<file path="src/sdl_pkg.sv">
// constants, register map and types for the single pin debug link
// assumes one 20 MHz core clock and an apb master on that clock
// Notes on behaviour
// - one open drain pin, half duplex only
// - frame: start, eight data lsb first, stop
// - time eight low bits to set bit rate
// - core clock autobaud, bit down to clk/512
// - nine low bits is break, relock
// - low stop bit flags framing error
// - line low while releasing is collision
// - on error abort, send 4096 cycle break
// - host break keeps control and debug mode
// - debugger held until line returns high
// - debug mode stops fetch, refreshes watchdog
// - enter by write, breakpoint, or strap
// - leave by clearing bit or reset
// - line low in stop mode resets system
// - opcode 00h breakpoint, else no operation
// - loop mode spins, still serves interrupts
// - status shows cpu looping on breakpoint
// - clear loop enable to stop looping cpu
// - full commands only stopped in debug mode
// - read protect blocks clearing debug mode
package sdl_pkg;
  // apb byte offsets
  localparam logic [11:0] CTRL_OFS = 12'h000;
  localparam logic [11:0] STAT_OFS = 12'h004;
  localparam logic [11:0] RXD_OFS = 12'h008;
  localparam logic [11:0] TXD_OFS = 12'h00C;
  // control field positions
  localparam int CTRL_DMODE_BIT = 7;
  localparam int CTRL_BKEN_BIT = 6;
  localparam int CTRL_LOOP_BIT = 5;
  // status field positions
  localparam int STAT_DMODE_BIT = 0;
  localparam int STAT_LOOP_BIT = 1;
  localparam int STAT_LOCK_BIT = 2;
  localparam int STAT_RXV_BIT = 3;
  localparam int STAT_TXB_BIT = 4;
  localparam int STAT_FRM_BIT = 5;
  localparam int STAT_COL_BIT = 6;
  localparam int STAT_BRK_BIT = 7;
  // reset values
  localparam logic CTRL_DMODE_RST = 1'b0;
  localparam logic CTRL_BKEN_RST = 1'b0;
  localparam logic CTRL_LOOP_RST = 1'b0;
  // timing counts in core clock cycles
  localparam int SYNC_BITS = 8;
  localparam int BREAK_BITS = 9;
  localparam int MIN_DIV = 512;
  localparam int MIN_BIT = 4;
  localparam logic [12:0] SYNC_MIN = 13'(SYNC_BITS * MIN_BIT);
  localparam logic [12:0] SYNC_MAX = 13'(SYNC_BITS * MIN_DIV);
  localparam logic [12:0] UNLK_BRK_CYC = 13'(BREAK_BITS * MIN_DIV);
  localparam logic [12:0] BRK_TX_CYC = 13'h1000;
  localparam logic [12:0] HOLD_HI_CYC = 13'h0003;
  localparam logic [12:0] CNT_MAX = 13'h1FFF;
  localparam logic [1:0] STRAP_CHK = 2'h2;
  localparam logic [1:0] STRAP_DONE = 2'h3;
  localparam logic [3:0] TX_LAST = 4'h9;
  localparam logic [3:0] RX_LAST = 4'h7;

  typedef enum logic [3:0] {
    ST_HUNT, ST_MEAS, ST_IDLE, ST_RXS, ST_RXD, ST_RXP, ST_TX, ST_ERR, ST_HOLD
  } sdl_state_type;
endpackage : sdl_pkg

</file>
<file path="src/sdl_onchip_debugger_unit.sv">
// serial front end and debug mode control of the on-chip debugger
// assumes apb on core_clk_i, pin pulled up outside, cpu signals on core_clk_i
//
// The implementer's own choices: the address map and the APB interface to the registers.
module sdl_onchip_debugger_unit
  import sdl_pkg::*;
(
  // clock and reset
  input wire logic core_clk_i,
  input wire logic sys_rst_i,
  // apb slave
  input wire logic psel_i,
  input wire logic penable_i,
  input wire logic pwrite_i,
  input wire logic [11:0] paddr_i,
  input wire logic [31:0] pwdata_i,
  output logic [31:0] prdata_o,
  output logic pready_o,
  output logic pslverr_o,
  // open drain debug pin
  input wire logic debug_serial_pin_i,
  output logic debug_serial_pin_o,
  output logic debug_serial_pin_oe_o,
  // cpu side
  input wire logic break_instruction_i,
  input wire logic stop_mode_i,
  input wire logic read_protect_option_i,
  output logic fetch_stop_o,
  output logic exit_halt_o,
  output logic wdt_refresh_o,
  output logic break_spin_o,
  output logic full_cmd_en_o,
  output logic abort_cmd_o,
  output logic sys_reset_req_o
);

  typedef struct packed {
    sdl_state_type st;
    logic sync1, sync2, pin_q;
    logic [12:0] cnt, low_cnt;
    logic [9:0] bit_per;
    logic [3:0] idx;
    logic [9:0] sh;
    logic [7:0] rx_sh, rx_data;
    logic locked, rx_valid, drive, dout;
    logic f_frame, f_coll, f_brk;
    logic dmode, bken, loop_en, looping;
    logic [1:0] strap;
    logic rst_req, abort, fetch_stop, exit_halt;
    logic wdt_ref, spin, cmd_en;
    logic [31:0] prdata;
    logic pready, pslverr;
  } sdl_regs_type;

  localparam sdl_regs_type REGS_RST = '{
    st: ST_HUNT, sync1: 1'b1, sync2: 1'b1, pin_q: 1'b1,
    cnt: 13'h0000, low_cnt: 13'h0000, bit_per: 10'h000, locked: 1'b0,
    idx: 4'h0, sh: 10'h3FF, rx_sh: 8'h00, rx_data: 8'h00, rx_valid: 1'b0,
    drive: 1'b0, dout: 1'b0, f_frame: 1'b0, f_coll: 1'b0, f_brk: 1'b0,
    dmode: CTRL_DMODE_RST, bken: CTRL_BKEN_RST, loop_en: CTRL_LOOP_RST,
    looping: 1'b0, strap: 2'h0, rst_req: 1'b0, abort: 1'b0,
    fetch_stop: 1'b0, exit_halt: 1'b0, wdt_ref: 1'b0, spin: 1'b0,
    cmd_en: 1'b0, prdata: 32'h0000_0000, pready: 1'b0, pslverr: 1'b0
  };

  sdl_regs_type s, n;
  logic fall, acc_done, wr_en, rd_en;
  logic tx_go, e_brk, e_frm, e_col;
  logic [12:0] bp_m1, half, brk_lim;
  logic [7:0] ctrl_rd, stat_rd;

  function automatic logic is_mapped(input logic [11:0] a);
    is_mapped = (a == CTRL_OFS) || (a == STAT_OFS) || (a == RXD_OFS) || (a == TXD_OFS);
  endfunction : is_mapped

  assign bp_m1 = {3'h0, s.bit_per} - 13'h0001;
  assign half = {4'h0, s.bit_per[9:1]};
  assign brk_lim = {s.bit_per, 3'h0} + {3'h0, s.bit_per};
  assign fall = s.pin_q & ~s.sync2;
  assign acc_done = psel_i & penable_i & s.pready;
  assign wr_en = acc_done & pwrite_i;
  assign rd_en = acc_done & ~pwrite_i;

  always_comb begin
    ctrl_rd = 8'h00;
    ctrl_rd[CTRL_DMODE_BIT] = s.dmode;
    ctrl_rd[CTRL_BKEN_BIT] = s.bken;
    ctrl_rd[CTRL_LOOP_BIT] = s.loop_en;
    stat_rd = 8'h00;
    stat_rd[STAT_DMODE_BIT] = s.dmode;
    stat_rd[STAT_LOOP_BIT] = s.looping;
    stat_rd[STAT_LOCK_BIT] = s.locked;
    stat_rd[STAT_RXV_BIT] = s.rx_valid;
    stat_rd[STAT_TXB_BIT] = (s.st == ST_TX);
    stat_rd[STAT_FRM_BIT] = s.f_frame;
    stat_rd[STAT_COL_BIT] = s.f_coll;
    stat_rd[STAT_BRK_BIT] = s.f_brk;
  end

  always_comb begin
    n = s;
    n.sync1 = debug_serial_pin_i;
    n.sync2 = s.sync1;
    n.pin_q = s.sync2;
    n.abort = 1'b0;
    n.pready = 1'b0;
    tx_go = 1'b0;
    e_brk = 1'b0;
    e_frm = 1'b0;
    e_col = 1'b0;
    // one wait state, data flopped with pready
    if (psel_i && penable_i && !s.pready) begin
      n.pready = 1'b1;
      n.pslverr = ~is_mapped(paddr_i);
      case (paddr_i)
        CTRL_OFS: n.prdata = {24'h000000, ctrl_rd};
        STAT_OFS: n.prdata = {24'h000000, stat_rd};
        RXD_OFS: n.prdata = {24'h000000, s.rx_data};
        default: n.prdata = 32'h0000_0000;
      endcase
    end
    if (wr_en && paddr_i == CTRL_OFS) begin
      n.bken = pwdata_i[CTRL_BKEN_BIT];
      n.loop_en = pwdata_i[CTRL_LOOP_BIT];
      // clearing the bit leaves debug mode
      // read protect only lets it be set
      if (pwdata_i[CTRL_DMODE_BIT] || !read_protect_option_i) begin
        n.dmode = pwdata_i[CTRL_DMODE_BIT];
      end
    end
    // write one to clear, hardware set below wins
    if (wr_en && paddr_i == STAT_OFS) begin
      if (pwdata_i[STAT_FRM_BIT]) n.f_frame = 1'b0;
      if (pwdata_i[STAT_COL_BIT]) n.f_coll = 1'b0;
      if (pwdata_i[STAT_BRK_BIT]) n.f_brk = 1'b0;
    end
    if (wr_en && paddr_i == TXD_OFS && s.st == ST_IDLE && s.locked) begin
      tx_go = 1'b1;
      // start low, data lsb first, stop high
      n.sh = {1'b1, pwdata_i[7:0], 1'b0};
    end
    if (rd_en && paddr_i == RXD_OFS) n.rx_valid = 1'b0;
    // strap is caught once the synchroniser holds a post-reset sample
    if (s.strap != STRAP_DONE) n.strap = s.strap + 2'h1;
    // line low at reset exit enters debug
    if (s.strap == STRAP_CHK && !s.sync2) n.dmode = 1'b1;
    // opcode 00h signal, ignored when disabled
    if (break_instruction_i && s.bken) begin
      if (s.loop_en) begin
        n.looping = 1'b1;
      end else begin
        // return to breakpoint sets debug mode
        n.dmode = 1'b1;
        n.looping = 1'b0;
      end
    end
    // line low in stop mode resets all
    n.rst_req = stop_mode_i & ~s.sync2;
    if (n.rst_req) n.dmode = 1'b0;
    n.low_cnt = 13'h0000;
    if ((s.st == ST_IDLE || s.st == ST_RXS || s.st == ST_RXD || s.st == ST_RXP)
        && !s.sync2 && s.low_cnt != CNT_MAX) begin
      n.low_cnt = s.low_cnt + 13'h0001;
    end
    // nine bit times low is a break
    if (n.low_cnt != 13'h0000 && s.low_cnt >= brk_lim) e_brk = 1'b1;
    case (s.st)
      ST_HUNT: begin
        // wait for the host sync character
        if (s.strap == STRAP_DONE && fall) begin
          n.st = ST_MEAS;
          n.cnt = 13'h0001;
        end
      end
      ST_MEAS: begin
        if (!s.sync2) begin
          if (s.cnt != CNT_MAX) n.cnt = s.cnt + 13'h0001;
          if (s.cnt >= UNLK_BRK_CYC) e_brk = 1'b1;
        // up to 512 cycles per bit
        end else if (s.cnt >= SYNC_MIN && s.cnt <= SYNC_MAX) begin
          // eight low bits, divide by eight
          n.bit_per = s.cnt[12:3];
          n.locked = 1'b1;
          n.st = ST_IDLE;
        end else begin
          n.st = ST_HUNT;
        end
      end
      ST_IDLE: begin
        if (tx_go) begin
          n.st = ST_TX;
          n.cnt = 13'h0000;
          n.idx = 4'h0;
          n.drive = 1'b1;
        end else if (fall) begin
          n.st = ST_RXS;
          n.cnt = 13'h0001;
        end
      end
      ST_RXS: begin
        if (s.sync2) begin
          n.st = ST_IDLE;
        end else if (s.cnt >= half) begin
          n.st = ST_RXD;
          n.cnt = 13'h0000;
          n.idx = 4'h0;
        end else begin
          n.cnt = s.cnt + 13'h0001;
        end
      end
      ST_RXD: begin
        if (s.cnt == bp_m1) begin
          n.cnt = 13'h0000;
          n.rx_sh = {s.sync2, s.rx_sh[7:1]};
          n.idx = s.idx + 4'h1;
          if (s.idx == RX_LAST) n.st = ST_RXP;
        end else begin
          n.cnt = s.cnt + 13'h0001;
        end
      end
      ST_RXP: begin
        if (s.cnt == bp_m1) begin
          // low stop bit is framing error
          if (!s.sync2) begin
            e_frm = 1'b1;
          end else begin
            n.rx_data = s.rx_sh;
            n.rx_valid = 1'b1;
            n.st = ST_IDLE;
          end
        end else begin
          n.cnt = s.cnt + 13'h0001;
        end
      end
      ST_TX: begin
        // released bit read low is collision
        // host break while sending lands here
        if (s.cnt == half && !s.drive && !s.sync2) e_col = 1'b1;
        if (s.cnt == bp_m1) begin
          n.cnt = 13'h0000;
          n.sh = {1'b1, s.sh[9:1]};
          n.idx = s.idx + 4'h1;
          if (s.idx == TX_LAST) begin
            n.st = ST_IDLE;
            n.drive = 1'b0;
          end else begin
            n.drive = ~s.sh[1];
          end
        end else begin
          n.cnt = s.cnt + 13'h0001;
        end
      end
      ST_ERR: begin
        // hold the line low for the full count
        if (s.cnt == BRK_TX_CYC - 13'h0001) begin
          n.st = ST_HOLD;
          n.cnt = 13'h0000;
          n.drive = 1'b0;
        end else begin
          n.cnt = s.cnt + 13'h0001;
        end
      end
      ST_HOLD: begin
        // stay in reset until line high
        if (!s.sync2) begin
          n.cnt = 13'h0000;
        end else if (s.cnt == HOLD_HI_CYC) begin
          n.st = ST_HUNT;
          n.cnt = 13'h0000;
        end else begin
          n.cnt = s.cnt + 13'h0001;
        end
      end
      default: begin
        n.st = ST_HUNT;
        n.drive = 1'b0;
      end
    endcase
    // control and debug mode untouched here
    if (e_brk || e_frm || e_col) begin
      n.st = ST_ERR;
      n.cnt = 13'h0000;
      n.idx = 4'h0;
      n.locked = 1'b0;
      n.rx_valid = 1'b0;
      n.abort = 1'b1;
      n.drive = 1'b1;
      n.low_cnt = 13'h0000;
      if (e_brk) n.f_brk = 1'b1;
      if (e_frm) n.f_frame = 1'b1;
      if (e_col) n.f_coll = 1'b1;
    end
    // fetch stops, halt exits, watchdog fed
    n.fetch_stop = n.dmode;
    n.exit_halt = n.dmode;
    n.wdt_ref = n.dmode;
    // dropping loop enable releases the spin
    n.spin = n.looping & n.loop_en;
    // full command set only when stopped
    n.cmd_en = n.dmode & ~n.looping;
  end

  always_ff @(posedge core_clk_i) begin
    if (sys_rst_i) begin
      s <= REGS_RST;
    end else begin
      s <= n;
    end
  end

  assign prdata_o = s.prdata;
  assign pready_o = s.pready;
  assign pslverr_o = s.pslverr;
  assign debug_serial_pin_o = s.dout;
  assign debug_serial_pin_oe_o = s.drive;
  assign fetch_stop_o = s.fetch_stop;
  assign exit_halt_o = s.exit_halt;
  assign wdt_refresh_o = s.wdt_ref;
  assign break_spin_o = s.spin;
  assign full_cmd_en_o = s.cmd_en;
  assign abort_cmd_o = s.abort;
  assign sys_reset_req_o = s.rst_req;

  // helper: cycles spent sending the error break
  logic [12:0] err_run_ff;
  always_ff @(posedge core_clk_i) begin
    if (sys_rst_i) begin
      err_run_ff <= 13'h0000;
    end else if (s.st == ST_ERR) begin
      err_run_ff <= err_run_ff + 13'h0001;
    end else begin
      err_run_ff <= 13'h0000;
    end
  end
endmodule : sdl_onchip_debugger_unit

</file>
<file path="config.mk">
export PLATFORM = sky130hd
export DESIGN_NAME = sdl_onchip_debugger_unit
export DESIGN_NICKNAME = d
export VERILOG_FILES = /design/src/sdl_pkg.sv /design/src/sdl_onchip_debugger_unit.sv
export SDC_FILE = /design/constraint.sdc
export NUM_CORES = 1
export LEC_CHECK = 0
export BUFFER_PORTS_ARGS = -buffer_cell sky130_fd_sc_hd__buf_2
export CAP_MARGIN = 5
export CORE_MARGIN = 2
export CORE_UTILIZATION = 50
export DETAILED_ROUTE_END_ITERATION = 6
export HOLD_SLACK_MARGIN = 0.12
export PLACE_DENSITY = 0.71
export SLEW_MARGIN = 20
export SYNTH_ARGS = -nofsm -noshare
export SYNTH_HDL_FRONTEND = slang
export SYNTH_SLANG_ARGS = --single-unit
</file>
<file path="constraint.sdc">
create_clock -name core_clk_i -period 8.6 [get_ports core_clk_i]
set_input_delay 1.29 -clock core_clk_i [delete_from_list [all_inputs] [get_ports core_clk_i]]
set_output_delay 1.29 -clock core_clk_i [all_outputs]
set_load 0.005 [all_outputs]
</file>
Word level (Yosys, flattened, before mapping)
Cells that the tools add are included.
{"block": "op_classes", "n_eq_ne": 56, "addsub": 6, "bitwise": 13, "mux": 79, "n_reduce_logical": 46, "order_cmp": 5}
{"cell": "$mux 13", "count": 13}
{"cell": "$pmux 13 s8", "count": 1}
{"cell": "$mux 4", "count": 19}
{"cell": "$pmux 4 s9", "count": 1}
{"cell": "$mux 1", "count": 33}
{"cell": "$add 13x1->13 const B", "count": 2}
{"cell": "$ne 13x13->1 const B", "count": 2}
{"cell": "$reduce_and 13->1", "count": 2}
{"cell": "$eq 12x4->1 const B", "count": 2}
{"cell": "$ne 2x2->1 const B", "count": 12}
{"cell": "$pmux 8 s3", "count": 1}
{"cell": "$eq 4x3->1 const B", "count": 5}
{"cell": "$mux 10", "count": 2}
{"cell": "$ne 3x3->1 const B", "count": 6}
{"cell": "$logic_and 1x1->1", "count": 17}
{"cell": "$pmux 4 s4", "count": 1}
{"cell": "$ne 3x1->1 const B", "count": 5}
{"cell": "$mux 14", "count": 1}
{"cell": "$ne 2x1->1 const B", "count": 7}
{"cell": "$add 13x10->13", "count": 1}
{"cell": "$eq 13x12->1 const B", "count": 1}
{"cell": "$eq 13x13->1", "count": 1}
{"cell": "$eq 13x2->1 const B", "count": 1}
{"cell": "$eq 13x9->1", "count": 1}
{"cell": "35 further kinds", "count": 68}
{"block": "word_totals", "wordCells": 235, "input_bits": 53, "reg_bits": 99, "output_inout_bits": 43}

Depth between registers and ports, before layout
{"block": "depth", "ltp_word": 17, "ltp_mapped": 20, "depth_no_buf": 19}

Worst setup path after synthesis
OpenSTA, ideal clock, no wires.
{"block": "synth_path", "path_kind": "reg-to-reg", "start": "register s, in the netlist half[2]", "end": "register s[110] (netlist name)", "slack_ns": 4.872, "arrival_ns": 3.644, "setup_time_ns": 0.084, "required_time_ns": 8.516, "path_stages_with_launch": 21, "period_less_slack_ns": 3.728, "path_buffers": 1, "cell_sequence": "dfxtp_1 ha_1 fa_1 a21oi_1 nor2_1 nor2_1 o21bai_1 a21oi_1 nor2b_1 o21ai_0 xnor2_1 ha_1 nand4_1 nor2_1 a211o_1 a31oi_1 a21oi_1 a211oi_4 nand3_2 buf_6 o31ai_2"}
{"block": "synth_via", "elab_chain_len": 10, "elab_cells_between_ends": 26, "classes_between": "2 x add/sub; 2 x order compare; 3 x eq/ne; 12 x mux; 7 x reduce/logical"}
{"item": "start: declaration", "line": "sdl_onchip_debugger_unit.sv:66", "rtl": "sdl_regs_type s, n;"}
{"item": "start signal: assignment", "line": "sdl_onchip_debugger_unit.sv:307", "rtl": "s <= n;"}
{"item": "$add 13x10->13", "line": "sdl_onchip_debugger_unit.sv:78", "rtl": "assign brk_lim = {s.bit_per, 3'h0} + {3'h0, s.bit_per};"}
{"item": "$ge 13x13->1", "line": "sdl_onchip_debugger_unit.sv:166", "rtl": "if (n.low_cnt != 13'h0000 && s.low_cnt >= brk_lim) e_brk = 1'b1;"}
{"item": "$logic_and 1x1->1", "line": "sdl_onchip_debugger_unit.sv:166"}
{"item": "$mux 1", "line": "sdl_onchip_debugger_unit.sv:166"}
{"item": "$mux 1", "line": "sdl_onchip_debugger_unit.sv:178", "rtl": "if (s.cnt >= UNLK_BRK_CYC) e_brk = 1'b1;"}
{"item": "$mux 1", "line": "sdl_onchip_debugger_unit.sv:176", "rtl": "if (!s.sync2) begin"}
{"item": "$mux 1", "line": "sdl_onchip_debugger_unit.sv:167", "rtl": "case (s.st)"}
{"item": "$logic_or 1x1->1 (2 in series)", "line": "sdl_onchip_debugger_unit.sv:280", "rtl": "if (e_brk || e_frm || e_col) begin"}
{"item": "$reduce_or 2->1 (no line)"}
Parallel ways exist; a longest one is shown, timed or not. The select of a mux whose other input is x is not followed.
A chain may end at the register's enable or synchronous reset.

Worst setup path in the final report
{"block": "layout_path", "start": "register s, in the netlist half[2]", "end": "register s[119] (netlist name)"}
The elaborated chain is that of the path after synthesis.

==> metrics.yaml <==
clock_network:
  cts-root-buf: "clkbuf_16"
  post-cts-setup-buffers: 0
  cts_made_buffers: 9
  clock-sinks: 98
  clock_latency_ns: 0.36
  path_clk_slew_ns: 0.07
  cts_buffer_depth: 2
  cts_hold_buf: 0
  cts_resized: 0
  cts-htree-levels: 3
  cts_tree: "yes"
synth:
  synth.area.mux_share_pct: 5.997
  yosys.area_share.simple_pct: 23.34
  synth_compound_area_share_pct: 18.78
  synth_top_family_by_area: "simple AND/OR/NAND/NOR gates"
  syn_inst: 782
  synthArstFlopShare_pct: 0
  ys.flop_type: "dfxtp_1"
  syn-cell-area_um2: 6342
  synth_area_leader_cell: "dfxtp_1"
  synth_top_area_share_pct: 30.93
  yosysSeqAreaShare_pct: 30.93
  synth_edf_count: 0
  synthAdderAreaFrac_pct: 7.615
  synth_area_leaders: "dfxtp_1 (31%), ha_1 (7.3%), mux2i_1 (6.0%), nor2_1 (5.9%), buf_4 (4.1%)"
  synth-seq-cells: 98
  ys_warn_count: 0
  post_synth_xor_area_fraction_pct: 4.143
  synth_most_common_cell: "nor2_1"
  ys_types: 72
  yosys-top-cells-count: "nor2_1 (99), dfxtp_1 (98), a21oi_1 (51), nand2_1 (39)"
  avgSynthCellArea_um2: 8.110
worst_setup_path:
  cp-start-kind: "flop"
  slowest_delay_ns: 0.71
  cp_slowest_cell: "a211oi_4"
  critPathKind: "reg -> reg"
  critPathTopFamily: "compound AO/OA/AOI/OAI gates"
  arrival_ns: 5.11
  cp_num_cells: 19
  crit_required_ns: 8.85
  critPathMaxFanout: 16
  reg2reg_depth: 19
  end_kind: "flop"
  critPathBufInv: 0
  timing.rr.start: "half[2]"
  crit_start: "half[2]"
  crit_chain: "ha_1 > fa_1 > a21oi_1 > nor2_1 > nor2_1 > o21bai_1 > a21oi_1 > nor2b_1 > o21ai_0 > xnor2_1 > ha_1 > nand4_1 > nor2_1 > a211o_1 > a31oi_1 > a21oi_1 > a211oi_4 > nand3_2 > o41ai_1"
global_routing:
  grt_antenna_before_repair: 0
  track_usage_pct: 23.05
  grt_max_degree: 67
  grt_pass1_vias: 5232
  grt_pass1_wl_mm: 25.02
  overflow: 0
cells_and_area:
  postLayoutCellArea_um2: 6718
  post_route_cells_drive_above_1_share_pct: 11.53
  fin_nets: 875
  fill_cells: 1227
  syn2layout_area_growth_pct: 5.918
  final_util_pct: 53.67
  register_area_um2: 1962
  diodes: 0
  multi_input_comb_area_um2: 3891
detailed_routing:
  top_layer: "met4"
  wl_met2_mm: 7.174
  first_pass_iters: 5
  drt-wirelength-per-cell_um: 15.60
  drt_iter0_drc: 384
  wl_met3_um: 729
  wl_met1_mm: 6.722
  remaining_drc_errors: 0
  wirelength_mm: 14.99
  vias: 5611
  viasPerCell: 5.839
  final_antenna_net_count: 0
timing:
  maxSlewHeadroom_pct: 29.46
  finalSetupViolCount: 0
  finalHoldViolations: 0
  grt_setup_unrepaired: "false"
  clock_skew_ns: 0.007644
  worst_slew_pin_slew_ns: 1.048
  timing.final.max_slew_violations: 0
  fin_tns_setup_ns: 0
  min_period_ns: 4.861
  fmax_ghz: 0.2057
  finalWorstSetupSlack_ns: 3.739
  finalCritPeriodShare_pct: 56.52
die:
  rows: 41
  ios: 96
  dieArea_um2: 13600
  die_y_um: 116.6
  dieWidth_um: 116.6
  core_um2: 12520
  start_util_pct: 50.67
placed_design:
  port_buffers: 46
  placed_area_um2: 6434
  gp_congestion: 0.9179
  dpl_worst_slack_ns: 3.778
  dp_hpwl_mm: 11.14
hold_path:
  holdCritPathClass: "reg -> reg"
  hold_path_depth: 1
  min_from: "n[121]"
power:
  power_leakage_nw: 2.719
  power_density_nw_per_um2: 157.0
  vdd.ir_drop.worst_uv: 130.0
status:
  outcome: "finished, final reports clean"
job:
  cap_violations: 0
-- worst reg2reg max path, stage by stage, from the launching register on --
cell and delay [ns]:
dfxtp_1 0.41, ha_1 0.28, fa_1 0.41, a21oi_1 0.16
nor2_1 0.06, nor2_1 0.16, o21bai_1 0.10, a21oi_1 0.23
nor2b_1 0.08, o21ai_0 0.20, xnor2_1 0.16, ha_1 0.26
nand4_1 0.07, nor2_1 0.07, a211o_1 0.29, a31oi_1 0.14
a21oi_1 0.16, a211oi_4 0.71, nand3_2 0.46, o41ai_1 0.36
-- final cells by class --
class	instances	area share, %
Multi-Input combinational cell	594	57.93
Tap cell	172	3.204
Sequential cell	98	29.20
Clock inverter	7	0.8754
Clock buffer	9	3.353
Timing Repair Buffer	47	3.539
Inverter	34	1.900
-- where the power goes --
group / switching [mW] / internal [mW]
Combinational: 0.107 / 0.0666
Sequential: 0.0265 / 0.465
Clock: 0.188 / 0.201
-- logic make-up after synthesis --
group,count (synthesis)
flip-flops,98
AND/OR/NAND/NOR,291
AO/OA/AOI/OAI,172
adder cells (fa/ha/maj),38
other,1
buffers and inverters,114
XOR/XNOR,30
multiplexers,38
-- final timing paths --
check,endpoint,slack [ns]
setup / recovery,s[119],3.74
hold reg to reg,n[120],0.41
setup reg to reg,s[119],3.74
hold / removal,n[120],0.41
-- state kept, by name, indices dropped and copies added, names as in the netlist --
| register | cells |
|---|---|
| wdt_refresh_o | 1 |
| full_cmd_en_o | 1 |
| half | 9 |
| s | 69 |
| n | 2 |
| pready_o | 1 |
| pslverr_o | 1 |
| abort_cmd_o | 1 |
| debug_serial_pin_oe_o | 1 |
| ctrl_rd | 2 |
| sys_reset_req_o | 1 |
| break_spin_o | 1 |
| prdata_o | 8 |
-- metrics by stage --
stage                     hold slack (ns)  std cells  total power [mW]
final                              0.4118        961             1.054
after global routing               0.4354        961             1.099
after CTS                          0.4131        961             1.057
after detailed placement           0.3975        945            0.6702
after global placement             0.3945        945            0.6652
after floorplan                    0.3895        806            0.6356
-- metal layers --
| layer | global-route usage, % | vias up |
|---|---|---|
| met5 | 0 | - |
| met3 | 3.321 | 28 |
| li1 | - | 2753 |
| met1 | 29.88 | 2669 |
| met2 | 38.49 | 161 |
| met4 | 9.804 | 0 |
-- cells in the final DEF (no fill, tap or decap), types with 27 or more instances in the layout --
| master | n |
|---|---|
| nor3_1 | 27 |
| o21ai_0 | 32 |
| nor2_1 | 99 |
| dfxtp_1 | 98 |
| nand2_1 | 39 |
| mux2i_1 | 38 |
| inv_1 | 33 |
| ha_1 | 37 |
| buf_2 | 46 |
| a21oi_1 | 51 |
Note: power is estimated with default switching activity, not from simulation.
